### src/pkg/fbc_pkg.sv
// Purpose: shared constants and types of the flash bus host controller
// Assumes: 40 MHz system clock
// Notes: flash timing figures are plain defaults in nanoseconds
package fbc_pkg;
	localparam int unsigned CLK_MHZ          = 40;
	localparam int unsigned ADDR_W           = 21;
	localparam int unsigned DATA_W           = 16;
	localparam int unsigned CNT_W            = 8;
	// timing figures in ns
	localparam int unsigned T_ACCESS_NS      = 70;
	localparam int unsigned T_SELECT_NS      = 70;
	localparam int unsigned T_WE_PULSE_NS    = 35;
	localparam int unsigned T_RESET_MIN_NS   = 500;
	localparam int unsigned T_RESET_RECOV_NS = 50;
	// least times round up, never below one cycle
	localparam int unsigned RD_CYC   = (((T_SELECT_NS > T_ACCESS_NS ? T_SELECT_NS : T_ACCESS_NS) * CLK_MHZ + 999) / 1000);
	localparam int unsigned WP_CYC   = ((T_WE_PULSE_NS * CLK_MHZ + 999) / 1000);
	localparam int unsigned RP_CYC   = ((T_RESET_MIN_NS * CLK_MHZ + 999) / 1000);
	localparam int unsigned RH_CYC   = ((T_RESET_RECOV_NS * CLK_MHZ + 999) / 1000);
	localparam logic [CNT_W-1:0] RD_CNT = CNT_W'(RD_CYC < 1 ? 1 : RD_CYC);
	localparam logic [CNT_W-1:0] WP_CNT = CNT_W'(WP_CYC < 1 ? 1 : WP_CYC);
	localparam logic [CNT_W-1:0] RP_CNT = CNT_W'(RP_CYC < 1 ? 1 : RP_CYC);
	localparam logic [CNT_W-1:0] RH_CNT = CNT_W'(RH_CYC < 1 ? 1 : RH_CYC);

	typedef enum logic [5:0] {
		ST_IDLE  = 6'h01,
		ST_READ  = 6'h02,
		ST_WRITE = 6'h04,
		ST_WHOLD = 6'h08,
		ST_RESET = 6'h10,
		ST_RECOV = 6'h20
	} fbc_state_e;

	typedef struct packed {
		fbc_state_e              state;
		logic [CNT_W-1:0]        cnt;
		logic [CNT_W-1:0]        rst_low;
		logic [ADDR_W-1:0]       addr;
		logic [DATA_W-1:0]       dq_out;
		logic [DATA_W-1:0]       dq_oe;
		logic [DATA_W-1:0]       rdata;
		logic                    rvalid;
		logic                    ce_n;
		logic                    oe_n;
		logic                    we_n;
		logic                    rst_n;
		logic                    byte_n;
		logic                    accel;
	} fbc_regs_s;

	// flash held in reset right after host reset, so it starts in array read
	localparam fbc_regs_s REGS_RESET = '{
		state: ST_RESET, cnt: RP_CNT, rst_low: '0, addr: '0, dq_out: '0, dq_oe: '0,
		rdata: '0, rvalid: 1'b0, ce_n: 1'b1, oe_n: 1'b1, we_n: 1'b1, rst_n: 1'b0,
		byte_n: 1'b1, accel: 1'b0};
endpackage : fbc_pkg

### src/verilog/fbc_host.sv
// Purpose: host-side controller driving an asynchronous parallel flash through its pins
// Assumes: pin inputs synchronous to i_clk; one request at a time
// Notes: i_addr is {A20..A0, byte address bit}; byte address bit used only in byte mode
//
// Behaviour
// - read: select and output enable low, write enable high.
// - write: write enable and select low, output enable high.
// - short-programming mode needs two write cycles per word or byte.
// - high voltage only for accelerated programming; the pin is never left floating.
// - host waits recovery time after reset before reading.
// - word address A20..A0; byte mode appends a byte address bit below.
`timescale 1ns/1ps
module fbc_host
	import fbc_pkg::*;
(
	input  wire logic              i_clk,
	input  wire logic              i_reset_n,
	input  wire logic              i_req,
	input  wire logic              i_write,
	input  wire logic              i_byte_mode,
	input  wire logic [ADDR_W:0]   i_addr,
	input  wire logic [DATA_W-1:0] i_wdata,
	input  wire logic              i_flash_reset,
	input  wire logic              i_accel_req,
	output logic                   o_ready,
	output logic                   o_rvalid,
	output logic [DATA_W-1:0]      o_rdata,
	output logic                   o_ce_n,
	output logic                   o_oe_n,
	output logic                   o_we_n,
	output logic                   o_reset_n,
	output logic                   o_byte_n,
	output logic                   o_accelerated_program,
	output logic [ADDR_W-1:0]      o_addr,
	output logic [DATA_W-1:0]      o_dq,
	output logic [DATA_W-1:0]      o_dq_oe,
	input  wire logic [DATA_W-1:0] i_dq,
	input  wire logic              i_ready_busy_out
);
	fbc_regs_s r_q;
	fbc_regs_s r_d;

	// reads refused while the high voltage is applied
	assign o_ready = (r_q.state == ST_IDLE) && !(r_q.accel && !i_write);

	always_comb begin
		r_d        = r_q;
		r_d.rvalid = 1'b0;
		r_d.rst_low = r_q.rst_n ? '0 : r_q.rst_low + CNT_W'(r_q.rst_low != '1);
		if (i_flash_reset && r_q.state != ST_RESET && r_q.state != ST_RECOV) begin
			r_d.state = ST_RESET;
			r_d.cnt   = RP_CNT;
			r_d.rst_n = 1'b0;
			r_d.ce_n  = 1'b1;
			r_d.oe_n  = 1'b1;
			r_d.we_n  = 1'b1;
			r_d.dq_oe = '0;
		end else begin
			case (r_q.state)
				ST_IDLE: begin
					if (i_req && o_ready) begin
						r_d.addr   = i_addr[ADDR_W:1];
						r_d.byte_n = !i_byte_mode;
						if (i_write) begin
							r_d.state = ST_WRITE;
							r_d.cnt   = WP_CNT;
							r_d.ce_n  = 1'b0;
							r_d.we_n  = 1'b0;
							r_d.oe_n  = 1'b1;
							if (i_byte_mode) begin
								r_d.dq_out = {i_addr[0], 7'h00, i_wdata[7:0]};
								r_d.dq_oe  = 16'h80ff;
							end else begin
								r_d.dq_out = i_wdata;
								r_d.dq_oe  = 16'hffff;
							end
						end else begin
							r_d.state  = ST_READ;
							r_d.cnt    = RD_CNT;
							r_d.ce_n   = 1'b0;
							r_d.oe_n   = 1'b0;
							r_d.we_n   = 1'b1;
							r_d.dq_out = {i_addr[0], 15'h0000};
							r_d.dq_oe  = i_byte_mode ? 16'h8000 : 16'h0000;
						end
					end else begin
						r_d.accel = i_accel_req;
					end
				end
				ST_READ: begin
					r_d.cnt = r_q.cnt - 8'h01;
					if (r_q.cnt == 8'h01) begin
						r_d.rdata  = r_q.byte_n ? i_dq : {8'h00, i_dq[7:0]};
						r_d.rvalid = 1'b1;
						r_d.ce_n   = 1'b1;
						r_d.oe_n   = 1'b1;
						r_d.dq_oe  = '0;
						r_d.state  = ST_IDLE;
					end
				end
				ST_WRITE: begin
					r_d.cnt = r_q.cnt - 8'h01;
					if (r_q.cnt == 8'h01) begin
						r_d.we_n  = 1'b1;
						r_d.ce_n  = 1'b1;
						r_d.state = ST_WHOLD;
					end
				end
				ST_WHOLD: begin
					r_d.dq_oe = '0;
					r_d.state = ST_IDLE;
				end
				ST_RESET: begin
					r_d.cnt = r_q.cnt - 8'h01;
					if (r_q.cnt == 8'h01) begin
						r_d.rst_n = 1'b1;
						r_d.cnt   = RH_CNT;
						r_d.state = ST_RECOV;
					end
				end
				ST_RECOV: begin
					if (r_q.cnt > 8'h01) begin
						r_d.cnt = r_q.cnt - 8'h01;
					end else if (i_ready_busy_out) begin
						r_d.state = ST_IDLE;
					end
				end
				default: begin
					r_d = REGS_RESET;
				end
			endcase
		end
	end

	always_ff @(posedge i_clk or negedge i_reset_n) begin
		if (!i_reset_n) begin
			r_q <= REGS_RESET;
		end else begin
			r_q <= r_d;
		end
	end

	assign o_rvalid              = r_q.rvalid;
	assign o_rdata               = r_q.rdata;
	assign o_ce_n                = r_q.ce_n;
	assign o_oe_n                = r_q.oe_n;
	assign o_we_n                = r_q.we_n;
	assign o_reset_n             = r_q.rst_n;
	assign o_byte_n              = r_q.byte_n;
	assign o_accelerated_program = r_q.accel;
	assign o_addr                = r_q.addr;
	assign o_dq                  = r_q.dq_out;
	assign o_dq_oe               = r_q.dq_oe;

	a_read_levels: assert property (@(posedge i_clk) disable iff (!i_reset_n)
		!o_oe_n |-> !o_ce_n && o_we_n && o_reset_n)
		else $error("read without select or with write enable low");
	a_write_levels: assert property (@(posedge i_clk) disable iff (!i_reset_n)
		!o_we_n |-> !o_ce_n && o_oe_n && (o_dq_oe != 16'h0000))
		else $error("write enable low without select, data or with output enable low");
	// a flash reset may cut a pulse short, so those attempts are dropped
	a_write_pulse: assert property (@(posedge i_clk) disable iff (!i_reset_n || !o_reset_n)
		$fell(o_we_n) |-> !o_we_n [*2] ##1 o_we_n && o_ce_n)
		else $error("write pulse width wrong");
	a_read_access: assert property (@(posedge i_clk) disable iff (!i_reset_n || !o_reset_n)
		$fell(o_oe_n) |-> !o_oe_n [*3] ##1 (o_oe_n && o_rvalid))
		else $error("read data taken before select access time");
	a_byte_float: assert property (@(posedge i_clk) disable iff (!i_reset_n)
		!o_byte_n |-> o_dq_oe[14:8] == 7'h00)
		else $error("byte mode drives data lines 8 to 14");
	a_word_nobyte: assert property (@(posedge i_clk) disable iff (!i_reset_n)
		(o_byte_n && !o_oe_n) |-> o_dq_oe == 16'h0000)
		else $error("word read drives data lines");
	a_reset_width: assert property (@(posedge i_clk) disable iff (!i_reset_n)
		$rose(o_reset_n) |-> $past(r_q.rst_low) >= RP_CNT - 8'h01)
		else $error("reset pulse shorter than minimum width");
	a_reset_recov: assert property (@(posedge i_clk) disable iff (!i_reset_n)
		$rose(o_reset_n) |-> o_ce_n [*2])
		else $error("access before reset recovery");
	a_accel_noread: assert property (@(posedge i_clk) disable iff (!i_reset_n)
		o_accelerated_program |-> o_oe_n)
		else $error("read while high voltage applied");

	// pin levels around reset, idle and each access
	a_reset_floats: assert property (@(posedge i_clk) disable iff (!i_reset_n)
		!o_reset_n |-> o_ce_n && o_oe_n && o_we_n && (o_dq_oe == 16'h0000))
		else $error("flash reset low while select, strobes or data driven");
	a_ready_idle: assert property (@(posedge i_clk) disable iff (!i_reset_n)
		o_ready |-> o_ce_n && o_reset_n)
		else $error("ready while flash selected or in reset");
	a_accel_steady: assert property (@(posedge i_clk) disable iff (!i_reset_n)
		$changed(o_accelerated_program) |-> o_ce_n && o_we_n)
		else $error("high voltage request changed during an access");
	a_byte_read_addr: assert property (@(posedge i_clk) disable iff (!i_reset_n)
		(!o_byte_n && !o_oe_n) |-> o_dq_oe == 16'h8000)
		else $error("byte read without byte address line driven");
	a_word_write: assert property (@(posedge i_clk) disable iff (!i_reset_n)
		(o_byte_n && !o_we_n) |-> o_dq_oe == 16'hffff)
		else $error("word write not driving all data lines");
	a_byte_write: assert property (@(posedge i_clk) disable iff (!i_reset_n)
		(!o_byte_n && !o_we_n) |-> o_dq_oe == 16'h80ff)
		else $error("byte write driving wrong data lines");
	a_short_write: assert property (@(posedge i_clk) disable iff (!i_reset_n)
		$rose(o_we_n) |-> o_ce_n ##1 (o_dq_oe == 16'h0000))
		else $error("write cycle not closed after write enable rise");
	a_rvalid_once: assert property (@(posedge i_clk) disable iff (!i_reset_n)
		o_rvalid |-> ##1 !o_rvalid)
		else $error("read valid longer than one cycle");
endmodule : fbc_host

### config.mk
export PLATFORM = sky130hd
export DESIGN_NAME = fbc_host
export DESIGN_NICKNAME = d
export VERILOG_FILES = /design/src/pkg/fbc_pkg.sv /design/src/verilog/fbc_host.sv
export SDC_FILE = /design/constraint.sdc
export NUM_CORES = 1
export LEC_CHECK = 0
export ABC_AREA = 1
export BUFFER_PORTS_ARGS = -buffer_cell sky130_fd_sc_hd__buf_2
export CAP_MARGIN = 15
export CORE_MARGIN = 2
export CORE_UTILIZATION = 46
export DETAILED_ROUTE_END_ITERATION = 16
export GPL_TIMING_DRIVEN = 0
export PLACE_DENSITY = 0.85
export SYNTH_ARGS = -nofsm -noshare
export SYNTH_HDL_FRONTEND = slang
export SYNTH_SLANG_ARGS = --single-unit
### constraint.sdc
create_clock -name i_clk -period 1.6 [get_ports i_clk]
set_clock_uncertainty 0.05 [all_clocks]
set_input_delay 0.08 -clock i_clk [delete_from_list [all_inputs] [get_ports i_clk]]
set_output_delay 0.08 -clock i_clk [all_outputs]
set_load 0.02 [all_outputs]
**Word level (Yosys, flattened, before mapping)**

Cells that the tools add are included.

- Bits in read-only memories: 0
- Bits in writable memories: 0
- Bits in registers: 90
- Output and inout bits: 77
- Logic and storage cells: 102
- Memories kept: 0
- Bits in latches: 0

- Divide/modulo/power cells: 0
- Bitwise logic cells: 3
- Add/subtract/negate cells: 1
- Shift-type cells: 0
- Equal/unequal tests: 25
- Mux-type cells: 33
- $lt $le $gt $ge: 1
- Reductions and logical operators: 26
- $mul: 0

Operator list:

| cell | number |
|---|---|
| $pmux W37 S2 | 1 |
| $mux W32 | 2 |
| $mux W53 | 1 |
| $mux W16 | 3 |
| $pmux W16 S3 | 1 |
| $mux W14 | 3 |
| $pmux W8 S5 | 1 |
| $pmux W6 S6 | 1 |
| $mux W35 | 1 |
| $pmux W17 S2 | 1 |
| $mux W6 | 4 |
| $reduce_and A3 Y1 | 7 |
| $ne A3 B3 Y1 const B | 6 |
| $reduce_or A5 Y1 | 3 |
| $ne A2 B1 Y1 const B | 6 |
| $mux W11 | 1 |
| $eq A8 B1 Y1 const B | 1 |
| $gt A8 B1 Y1 const B | 1 |
| $mux W8 | 1 |
| $reduce_or A4 Y1 | 2 |
| $sub A8 B1 Y8 const B | 1 |
| $eq A6 B1 Y1 const B | 1 |
| $eq A6 B2 Y1 const B | 1 |
| $eq A6 B3 Y1 const B | 1 |
| 23 further kinds | 38 |

**Logic depth before layout (Yosys ltp)**

Gate-level depths: netlist of the first run.

- Depth after elaboration: 8
- Depth in mapped cells: 12
- Mapped depth without buffers: 12

**Worst setup path after synthesis of the first run**

OpenSTA, ideal clock, no wires.

- Path type: reg2reg
- Start point: register r_q[96] (netlist name)
- End point: register r_q (netlist bit o_addr[0])
- Slack: -56 ps
- Data arrival time: 1475 ps
- Path buffers: 1
- Stages on the path, launching flop included: 11
- Path through: dfstp_2 -> inv_2 -> nor2_2 -> nand3_2 -> nand2_2 -> inv_2 -> nand2_1 -> nor2_2 -> nand3_2 -> clkbuf_1 -> o21ai_1

- Cells in the longest elaborated chain, start to end: 5
- Elaborated cells on any way between the ends: 18
- Those cells by class: eq/ne (9); mux (1); bitwise (2); reduce/logical (6)

Ends and longest elaborated chain:

| what | line | RTL |
|---|---|---|
| start, declared | fbc_host.sv:40 | `fbc_regs_s r_q;` |
| start signal, assigned | fbc_host.sv:139 | `r_q <= r_d;` |
| $eq A6 B1 Y1 or $ne A6 B5 Y1 (tied branches) | fbc_host.sv:44, fbc_host.sv:59, fbc_host.sv:50 |  |
| $logic_and A1 B1 Y1 (on tied branches) | fbc_host.sv:44, fbc_host.sv:50 |  |
| $logic_and A1 B1 Y1 (on tied branches) | fbc_host.sv:61, fbc_host.sv:50 |  |
| $ne A2 B1 Y1 (no line) or $not A1 Y1 (tied branches) | n/a |  |
| $reduce_and A3 Y1 (no line) | n/a |  |

Several ways; a longest one is shown, not always the timed one.
A chain may end at the register's enable or synchronous reset.

**Worst setup path after layout of the first run**

- Start point: register r_q[96] (netlist name)
- End point: register r_q (netlist bit o_addr[3])

Same word-level chain as after synthesis.

==> metrics.md, run 1 <==
| Metric | Value |
|---|---|
| Max-cap check violation count | `0` |
| Slowest cell on crit path | `dfstp_2` |
| Largest net degree at the start of global routing | `64` |
| Count of final setup violators | `75` |
| Post-Layout Cell Count | `916` |
| Vias per inst | `5.41` |
| CP Max Fanout | `10` |
| Worst Path Arrival | `2170 ps` |
| Crit path top cell by count | `nand2_2` |
| Number of synthesized register bits | `77` |
| Critical path launch point type | `flip-flop` |
| Required @ worst endpoint | `about 1800 ps` |
| Worst reg-to-reg path cell count | `9` |
| Setup slack, reg-to-reg | `-370 ps` |
| Reg2Reg Capture Point | `o_addr[3]$_DFFE_PN0P_` |
| Achievable Freq | `507 MHz` |
| Avg WL per Cell | `17.9 µm` |
| Synth top area share | `40.5%` |
| Most used DFF post-synth | `dfrtp_1` |
| Pwr dens | `1120 nW/µm²` |
| First-pass GRT wire length | `21800 µm` |
| Layout area overhead | `57.0%` |
| LEAKAGE | `3.67 nW` |
| Crit end category | `flip-flop` |
| Row cnt | `35` |
| Post-synth net total | `624` |
| Worst-Margin Slew | `413 ps` |
| I/O pins | `139` |
| CTS root buf | `clkbuf_8` |
| Slowest stage delay, CP | `570 ps` |
| Dpl cells | `810` |
| RSZ-0062 raised after global routing | `yes` |
| Final period util | `123%` |
| Slew headroom | `72.4%` |
| Top cells by area, synth | `dfrtp_1 41%, nand2_1 18%, buf_4 12%` |
| Initial Util | `47.0%` |
| Fillers | `544` |
| Initial antenna violation count | `0` |
| Worst-path clk slew | `approximately 90 ps` |
| CTS tree | `yes` |
| Synth async-reset ratio | `100%` |
| Hold Path Stages | `4` |
| VDD IR max | `0.630 mV` |
| Post-synthesis cell count | `560` |
| Cell depth of the worst setup path | `9` |
| Final TNS setup | `-15810 ps` |
| Die Footprint | `10200 µm²` |
| CP delay by family, top | `simple AND/OR/NAND/NOR gates` |
| Worst setup margin | `-372 ps` |
| Synth top cells by count | `208 x nand2_1, 70 x dfrtp_1, 69 x buf_4` |
| Failing checks | `setup timing` |
| Count leader, synth | `nand2_1` |
| Detailed-route via count | `4956` |
| Post-Synthesis Mean Instance Area | `around 7.7 µm²` |
| Outcome | `finished, violations left` |
| FF-to-FF Start | `r_q[96]$_DFFE_PN1P_` |
| Crit path from | `r_q[96]$_DFFE_PN1P_` |
| Ratio of cells with drive above 1 in the final layout | `49.8%` |
| Core ar. | `9200 µm²` |
| Post-synth EDFFs | `0` |
| Final ANT Viol Nets | `0` |
| Diode count | `0` |
| Worst-path cell chain | `inv_2 -> nand2_2 -> nor2_2 -> nand2_2 -> nand2_2 -> nor2_4 -> nand3_4 -> clkbuf_2 -> o21ai_2` |
| Final hold violation count | `0` |
| Longest Clk Path Bufs | `2` |
| CP Capture Point | `o_addr[3]$_DFFE_PN0P_` |
| Detailed-route wire length | `16400 µm` |
| Hold Crit Class | `input port to flip-flop` |
| Die width | `101 µm` |
| DRT iter0 DRCs | `about 340` |
| GPL Wtd Cong | `0.887` |
| TritonCTS buffer count | `9` |
| Slew Limit Fails | `0` |
| Crit Path Class | `flip-flop to flip-flop` |
| Clock latency on the worst-skew pair | `360 ps` |
| Total gr overflow | `0` |
| Overall Global Routing Usage | `a little over a quarter` |
| Port buffer count | `138` |
| Buf+Inv Stages, Crit Path | `2` |
| Nets | `864` |
| Post-DP HPWL | `8170 µm` |
| Ys Warns | `0` |
| Sequential fraction of the synthesis area | `44.8%` |
| Vias in the first global route | `4692` |
| Post-Synthesis Cell Area | `4320 µm²` |
| Period minus WS final | `a little under 2000 ps` |
| H-Tree Depth | `3` |
| Synth area leader | `dfrtp_1` |
| Die H | `just over 100 µm` |
| DRT Pass-1 Iters | `6` |
| TritonCTS Sinks | `a little under 80` |
| Netlist cell types | `24` |
| Residual DRC | `0` |
-- stage by stage --
step,setup slack [ps],cell area (µm²),hold WS [ps],util [%],total power [mW]
final,-372,6780,87.1,73.8,7.60
after global routing,-480,6780,96.5,73.8,7.93
after CTS,-141,6370,4.33,69.3,6.88
after detailed placement,-298,5220,-94.6,56.7,4.68
after global placement,-244,5180,231,56.4,4.59
after floorplan,-31.9,4360,-266,-,4.05
-- worst min path at each step --
stage	start	end
after floorplan	i_reset_n	o_accelerated_program$_DFFE_PN0P_
after global placement	i_dq[0]	o_rdata[0]$_DFFE_PN0P_
after detailed placement	i_reset_n	o_dq[0]$_DFFE_PN0P_
after CTS	i_byte_mode	o_dq_oe[14]$_DFFE_PN0P_
after global routing	i_reset_n	o_dq[10]$_DFFE_PN0P_
final	i_byte_mode	o_dq_oe[14]$_DFFE_PN0P_
-- area by class of cell --
class	count	area (µm²)	share of cell area [%]
clock buffers	10	128	1.88
clock inverters	6	86.3	1.27
repair inverters	1	7.51	0.111
plain buffers	87	726	10.7
well taps	111	139	2.05
flip-flops and latches	77	1940	28.5
multi-input cells	355	2020	29.8
inverters	41	159	2.34
repair buffers	228	1580	23.3
-- per-layer routing --
| metal | global-route usage [%] | wire (µm) | vias to the layer above | share of wire [%] |
|---|---|---|---|---|
| met2 | 49.3 | 8320 | 328 | 51 |
| met4 | 14.4 | 1050 | 0 | 6.4 |
| li1 | - | - | 2176 | - |
| met1 | 30.3 | 5760 | 2367 | 35 |
| met3 | 4.99 | 1300 | 85 | 7.9 |
| met5 | 0 | 0 | - | 0 |
-- kinds of logic (layout without fill, tap and decap cells) --
kind of cell | count (synthesis) | count (layout) | share of synthesized area, %
compound gates | 64 | 64 | 8.34
xor+xnor | 1 | 1 | 0.203
fa+ha+maj | 2 | 2 | 0.579
buf+inv | 128 | 373 | 18.3
flops | 77 | 77 | 44.8
simple gates | 288 | 288 | 27.8
-- state kept, by name, summed over array words and instances (netlist names), 3 cells and up --
register and count:
o_dq_oe 3, o_rdata 16, o_addr 21, r_q 14, o_dq 16
-- repair_timing --
| item | in CTS | in global routing |
|---|---|---|
| resized for setup | 77 | 92 |
| hold buffers | 55 | 0 |
| pin swaps | 4 | 10 |
| setup buffers | 18 | 9 |
| endpoints found under the hold margin | 124 | 0 |
| endpoints found under the setup margin | 77 | 77 |
| gates cloned | 6 | 2 |
-- power breakdown --
group | switching [mW] | leakage, nW | internal [mW] | total, mW
Clock | 0.772 | 0.107 | 0.881 | 1.65
Sequential | 0.196 | 1.04 | 2.21 | 2.40
Combinational | 2.09 | 2.52 | 1.46 | 3.55
-- worst register-to-register path: stages (launching register included) --
cell and delay, ps:
dfstp_2 570, inv_2 70, nand2_2 90, nor2_2 50, nand2_2 110, nand2_2 100, nor2_4 150, nand3_4 140
clkbuf_2 260, o21ai_2 290
-- cell usage in the layout (no fill, tap or decap), types with 2 or more instances in the layout --
master and n:
a21oi_2 3, nand3_1 26, inv_1 30, buf_6 15, dfstp_2 7, nand2_2 28, nand3_4 5, buf_8 4
nand3_2 3, dlygate4sd3_1 55, nand2_4 17, inv_4 2, clkbuf_8 9, o21ai_4 2, clkbuf_2 2, clkinvlp_4 2
nand2_1 166, nand4_1 8, dfrtp_1 70, inv_2 9, nor2_4 11, o21ai_2 27, buf_2 136, nor2_2 10
o21ai_1 27, nor2_1 13, buf_12 2, clkinv_2 2, buf_4 98, bufinv_16 2, o21ai_0 4
(Power assumes the default switching activity.)
==> inputs of run 2 (changes only) <==
==> constraint.sdc (replaced) <==
create_clock -name i_clk -period 1.6 [get_ports i_clk]
set_clock_uncertainty 0.05 [all_clocks]
set_input_delay 0.08 -clock i_clk [delete_from_list [all_inputs] [get_ports i_clk]]
set_output_delay 0.08 -clock i_clk [all_outputs]
set_load 0.01 [all_outputs]
==> metrics.md, run 2 (synthesis results as in run 1) <==
| Metric | Value |
|---|---|
| Worst-path clk slew | `90 ps (about the same)` |
| Total gr overflow | `0 (unchanged)` |
| Final ANT Viol Nets | `0 (unchanged)` |
| Max-cap check violation count | `0 (unchanged)` |
| GR Util met2 | `47.6% (-1.6 points)` |
| CP Max Fanout | `10 (unchanged)` |
| Fillers | `586 (+7.7%)` |
| I/O pins | `139 (unchanged)` |
| Most frequent cells in the layout | `180 x nand2_1, 138 x buf_2, 90 x buf_4` |
| DRT iter0 DRCs | `321 (-6.1%)` |
| Detailed-route via count | `4656 (-6.1%)` |
| Overall Global Routing Usage | `26.4% (-0.86 points)` |
| Worst-Margin Slew | `425 ps (+11.7 ps)` |
| H-Tree Depth | `3 (unchanged)` |
| Vias per inst | `5.11 (-5.6%)` |
| Largest net degree at the start of global routing | `64 (unchanged)` |
| RSZ-0062 raised after global routing | `yes` |
| Slowest stage delay, CP | `560 ps (about the same)` |
| Critical path launch point type | `flip-flop` |
| Residual DRC | `0 (unchanged)` |
| Grt met1 use | `30.6% (+0.35 points)` |
| Avg WL per Cell | `16.0 µm (-11%)` |
| Final period util | `114% (-9.5 points)` |
| Placed cell areas | `5220 µm² (unchanged)` |
| CTS root buf | `clkbuf_8` |
| Leading cell type in the layout, fill and taps excluded | `nand2_1` |
| Worst setup margin | `-219 ps (+153 ps)` |
| DRT Pass-1 Iters | `5 (-1)` |
| Final hold violation count | `0 (unchanged)` |
| Achievable Freq | `550 MHz (+8.4%)` |
| Count of final setup violators | `75 (unchanged)` |
| GR Util met3 | `4.79% (-0.21 points)` |
| Largest register FFs | `21 (unchanged)` |
| Required @ worst endpoint | `1820 ps (+20 ps)` |
| Buf+Inv Stages, Crit Path | `3 (+1)` |
| Final instance area | `6600 µm² (-2.8%)` |
| CTS tree | `yes` |
| Period minus WS final | `1820 ps (-153 ps)` |
| Worst Path Arrival | `2040 ps (-130 ps)` |
| Row cnt | `35 (unchanged)` |
| First-pass GRT wire length | `21100 µm (-2.9%)` |
| Crit path top cell by count | `nand2_2` |
| Diode count | `0 (unchanged)` |
| Detailed-route wire length | `14600 µm (-11%)` |
| GRT busiest layer | `met2` |
| TritonCTS Sinks | `77 (unchanged)` |
| Nets | `860 (-0.46%)` |
| CP delay by family, top | `flip-flops` |
| GPL Wtd Cong | `0.887 (unchanged)` |
| Sw Share | `38.6% (-1.7 points)` |
| Hold Crit Class | `input port to flip-flop` |
| LEAKAGE | `3.60 nW (-1.9%)` |
| Final core utilization | `71.7% (-2.0 points)` |
| Clock latency on the worst-skew pair | `350 ps (about the same)` |
| Pwr dens | `1100 nW/µm² (-1.8%)` |
| Failing checks | `setup timing` |
| Post-Layout Cell Count | `912 (-0.44%)` |
| Vias in the first global route | `4517 (-3.7%)` |
| Die H | `101 µm (unchanged)` |
| Slew Limit Fails | `0 (unchanged)` |
| Slowest cell on crit path | `dfstp_2` |
| Core ar. | `9200 µm² (unchanged)` |
| Ratio of cells with drive above 1 in the final layout | `46.2% (-3.6 points)` |
| Post-DP HPWL | `8170 µm (unchanged)` |
| VDD IR max | `0.567 mV (-10%)` |
| Internal Power | `4.46 mW (-1.9%)` |
| Power share of the sequential group | `33.0% (+1.4 points)` |
| Die Footprint | `10200 µm² (unchanged)` |
| Psw | `2.80 mW (-8.4%)` |
| Initial antenna violation count | `0 (unchanged)` |
| Gate power share | `44.6% (-2.0 points)` |
| Worst-path cell chain | `inv_2 -> nand2_2 -> nor2_2 -> nand2_2 -> nand2_4 -> nor2_4 -> nand3_4 -> buf_6 -> buf_4 -> o21ai_1` |
| Outcome | `finished, violations left` |
| Initial Util | `47.0% (unchanged)` |
| TritonCTS buffer count | `9 (unchanged)` |
| Layout area overhead | `52.6%` |
| Die width | `101 µm (unchanged)` |
| Dpl cells | `810 (unchanged)` |
| Longest Clk Path Bufs | `2 (unchanged)` |
| Slew headroom | `71.7% (-0.78 points)` |
| Clock power frac | `22.4% (+0.7 points)` |
| Port buffer count | `138 (unchanged)` |
| Crit Path Class | `flip-flop to flip-flop` |
| Crit end category | `flip-flop` |
==> run 2: cell types whose count changed in the layout (fill, tap and decap cells not counted), moves of 5 or more <==
cell and delta:
nand2_4 -12, buf_6 +6, o21ai_2 -5, buf_4 -8, nand2_1 +14, o21ai_1 +6
==> run 2: worst register-to-register path, stage by stage (launching register included) <==
cell	delay, ps
dfstp_2	560
inv_2	60
nand2_2	80
nor2_2	40
nand2_2	100
nand2_4	70
nor2_4	140
nand3_4	110
buf_6	150
buf_4	180
o21ai_1	190
==> run 2: power groups by stage <==
stage	clock (mW)	sequential (mW)	combinational, mW
2_1_floorplan	0	2.39	1.60
3_3_place_gp	0	2.39	2.13
3_5_place_dp	0	2.40	2.21
4_1_cts	1.64	2.37	2.78
5_1_grt	1.72	2.42	3.52
6_report	1.62	2.40	3.24
==> run 2: timing repair <==
| item | 4_1_cts | 5_1_grt |
|---|---|---|
| gates resized for setup | 69 | 57 |
| hold endpoints to repair | 125 | 0 |
| cloned | 5 | 4 |
| pin swaps | 5 | 4 |
| buffers inserted | 15 | 7 |
| hold buffers | 56 | 0 |
| setup endpoints to repair | 77 | 77 |
==> run 2: layout make-up <==
| cell class | instances | area, µm² | area share, % |
|---|---|---|---|
| Multi-Input combinational cell | 355 | 1870 | 28.3 |
| Inverter | 41 | 156 | 2.37 |
| Buffer | 86 | 714 | 10.8 |
| Clock inverter | 6 | 86.3 | 1.31 |
| Tap cell | 111 | 139 | 2.11 |
| Sequential cell | 77 | 1940 | 29.4 |
| Timing Repair inverter | 1 | 7.51 | 0.114 |
| Timing Repair Buffer | 225 | 1560 | 23.7 |
| Clock buffer | 10 | 128 | 1.94 |
==> run 2: metal layers <==
| layer | vias up | share of wire, % |
|---|---|---|
| met3 | 42 | 7.3 |
| li1 | 2160 | - |
| met2 | 247 | 52 |
| met1 | 2205 | 37 |
| met4 | 2 | 3.0 |
| met5 | - | 0.32 |
==> run 2: final timing paths <==
kind | start | slack, ps | cells past startpoint | endpoint
worst max-delay path | r_q[96]$_DFFE_PN1P_ | -220 | 10 | o_dq[9]$_DFFE_PN0P_
worst min-delay path | i_req | 30 | 4 | o_accelerated_program$_DFFE_PN0P_
worst max register to register | r_q[96]$_DFFE_PN1P_ | -220 | 10 | o_dq[9]$_DFFE_PN0P_
worst min register to register | o_ce_n$_DFFE_PN1P_ | 430 | 2 | o_ce_n$_DFFE_PN1P_
max in group asynchronous | i_reset_n | 770 | 3 | o_ce_n$_DFFE_PN1P_
min in group asynchronous | i_reset_n | 100 | 2 | o_dq[10]$_DFFE_PN0P_
==> run 2: per-stage QoR <==
step                      power (mW)  setup slack (ps)  TNS, ps  hold WS [ps]
final                           7.26              -219   -10660          30.9
after floorplan                 3.99             -31.9     -661          -266
after global placement          4.52              -244   -18150           231
after CTS                       6.79              -147    -7750          63.2
after global routing            7.65              -281   -16110          51.3
after detailed placement        4.62              -298   -16710         -94.6
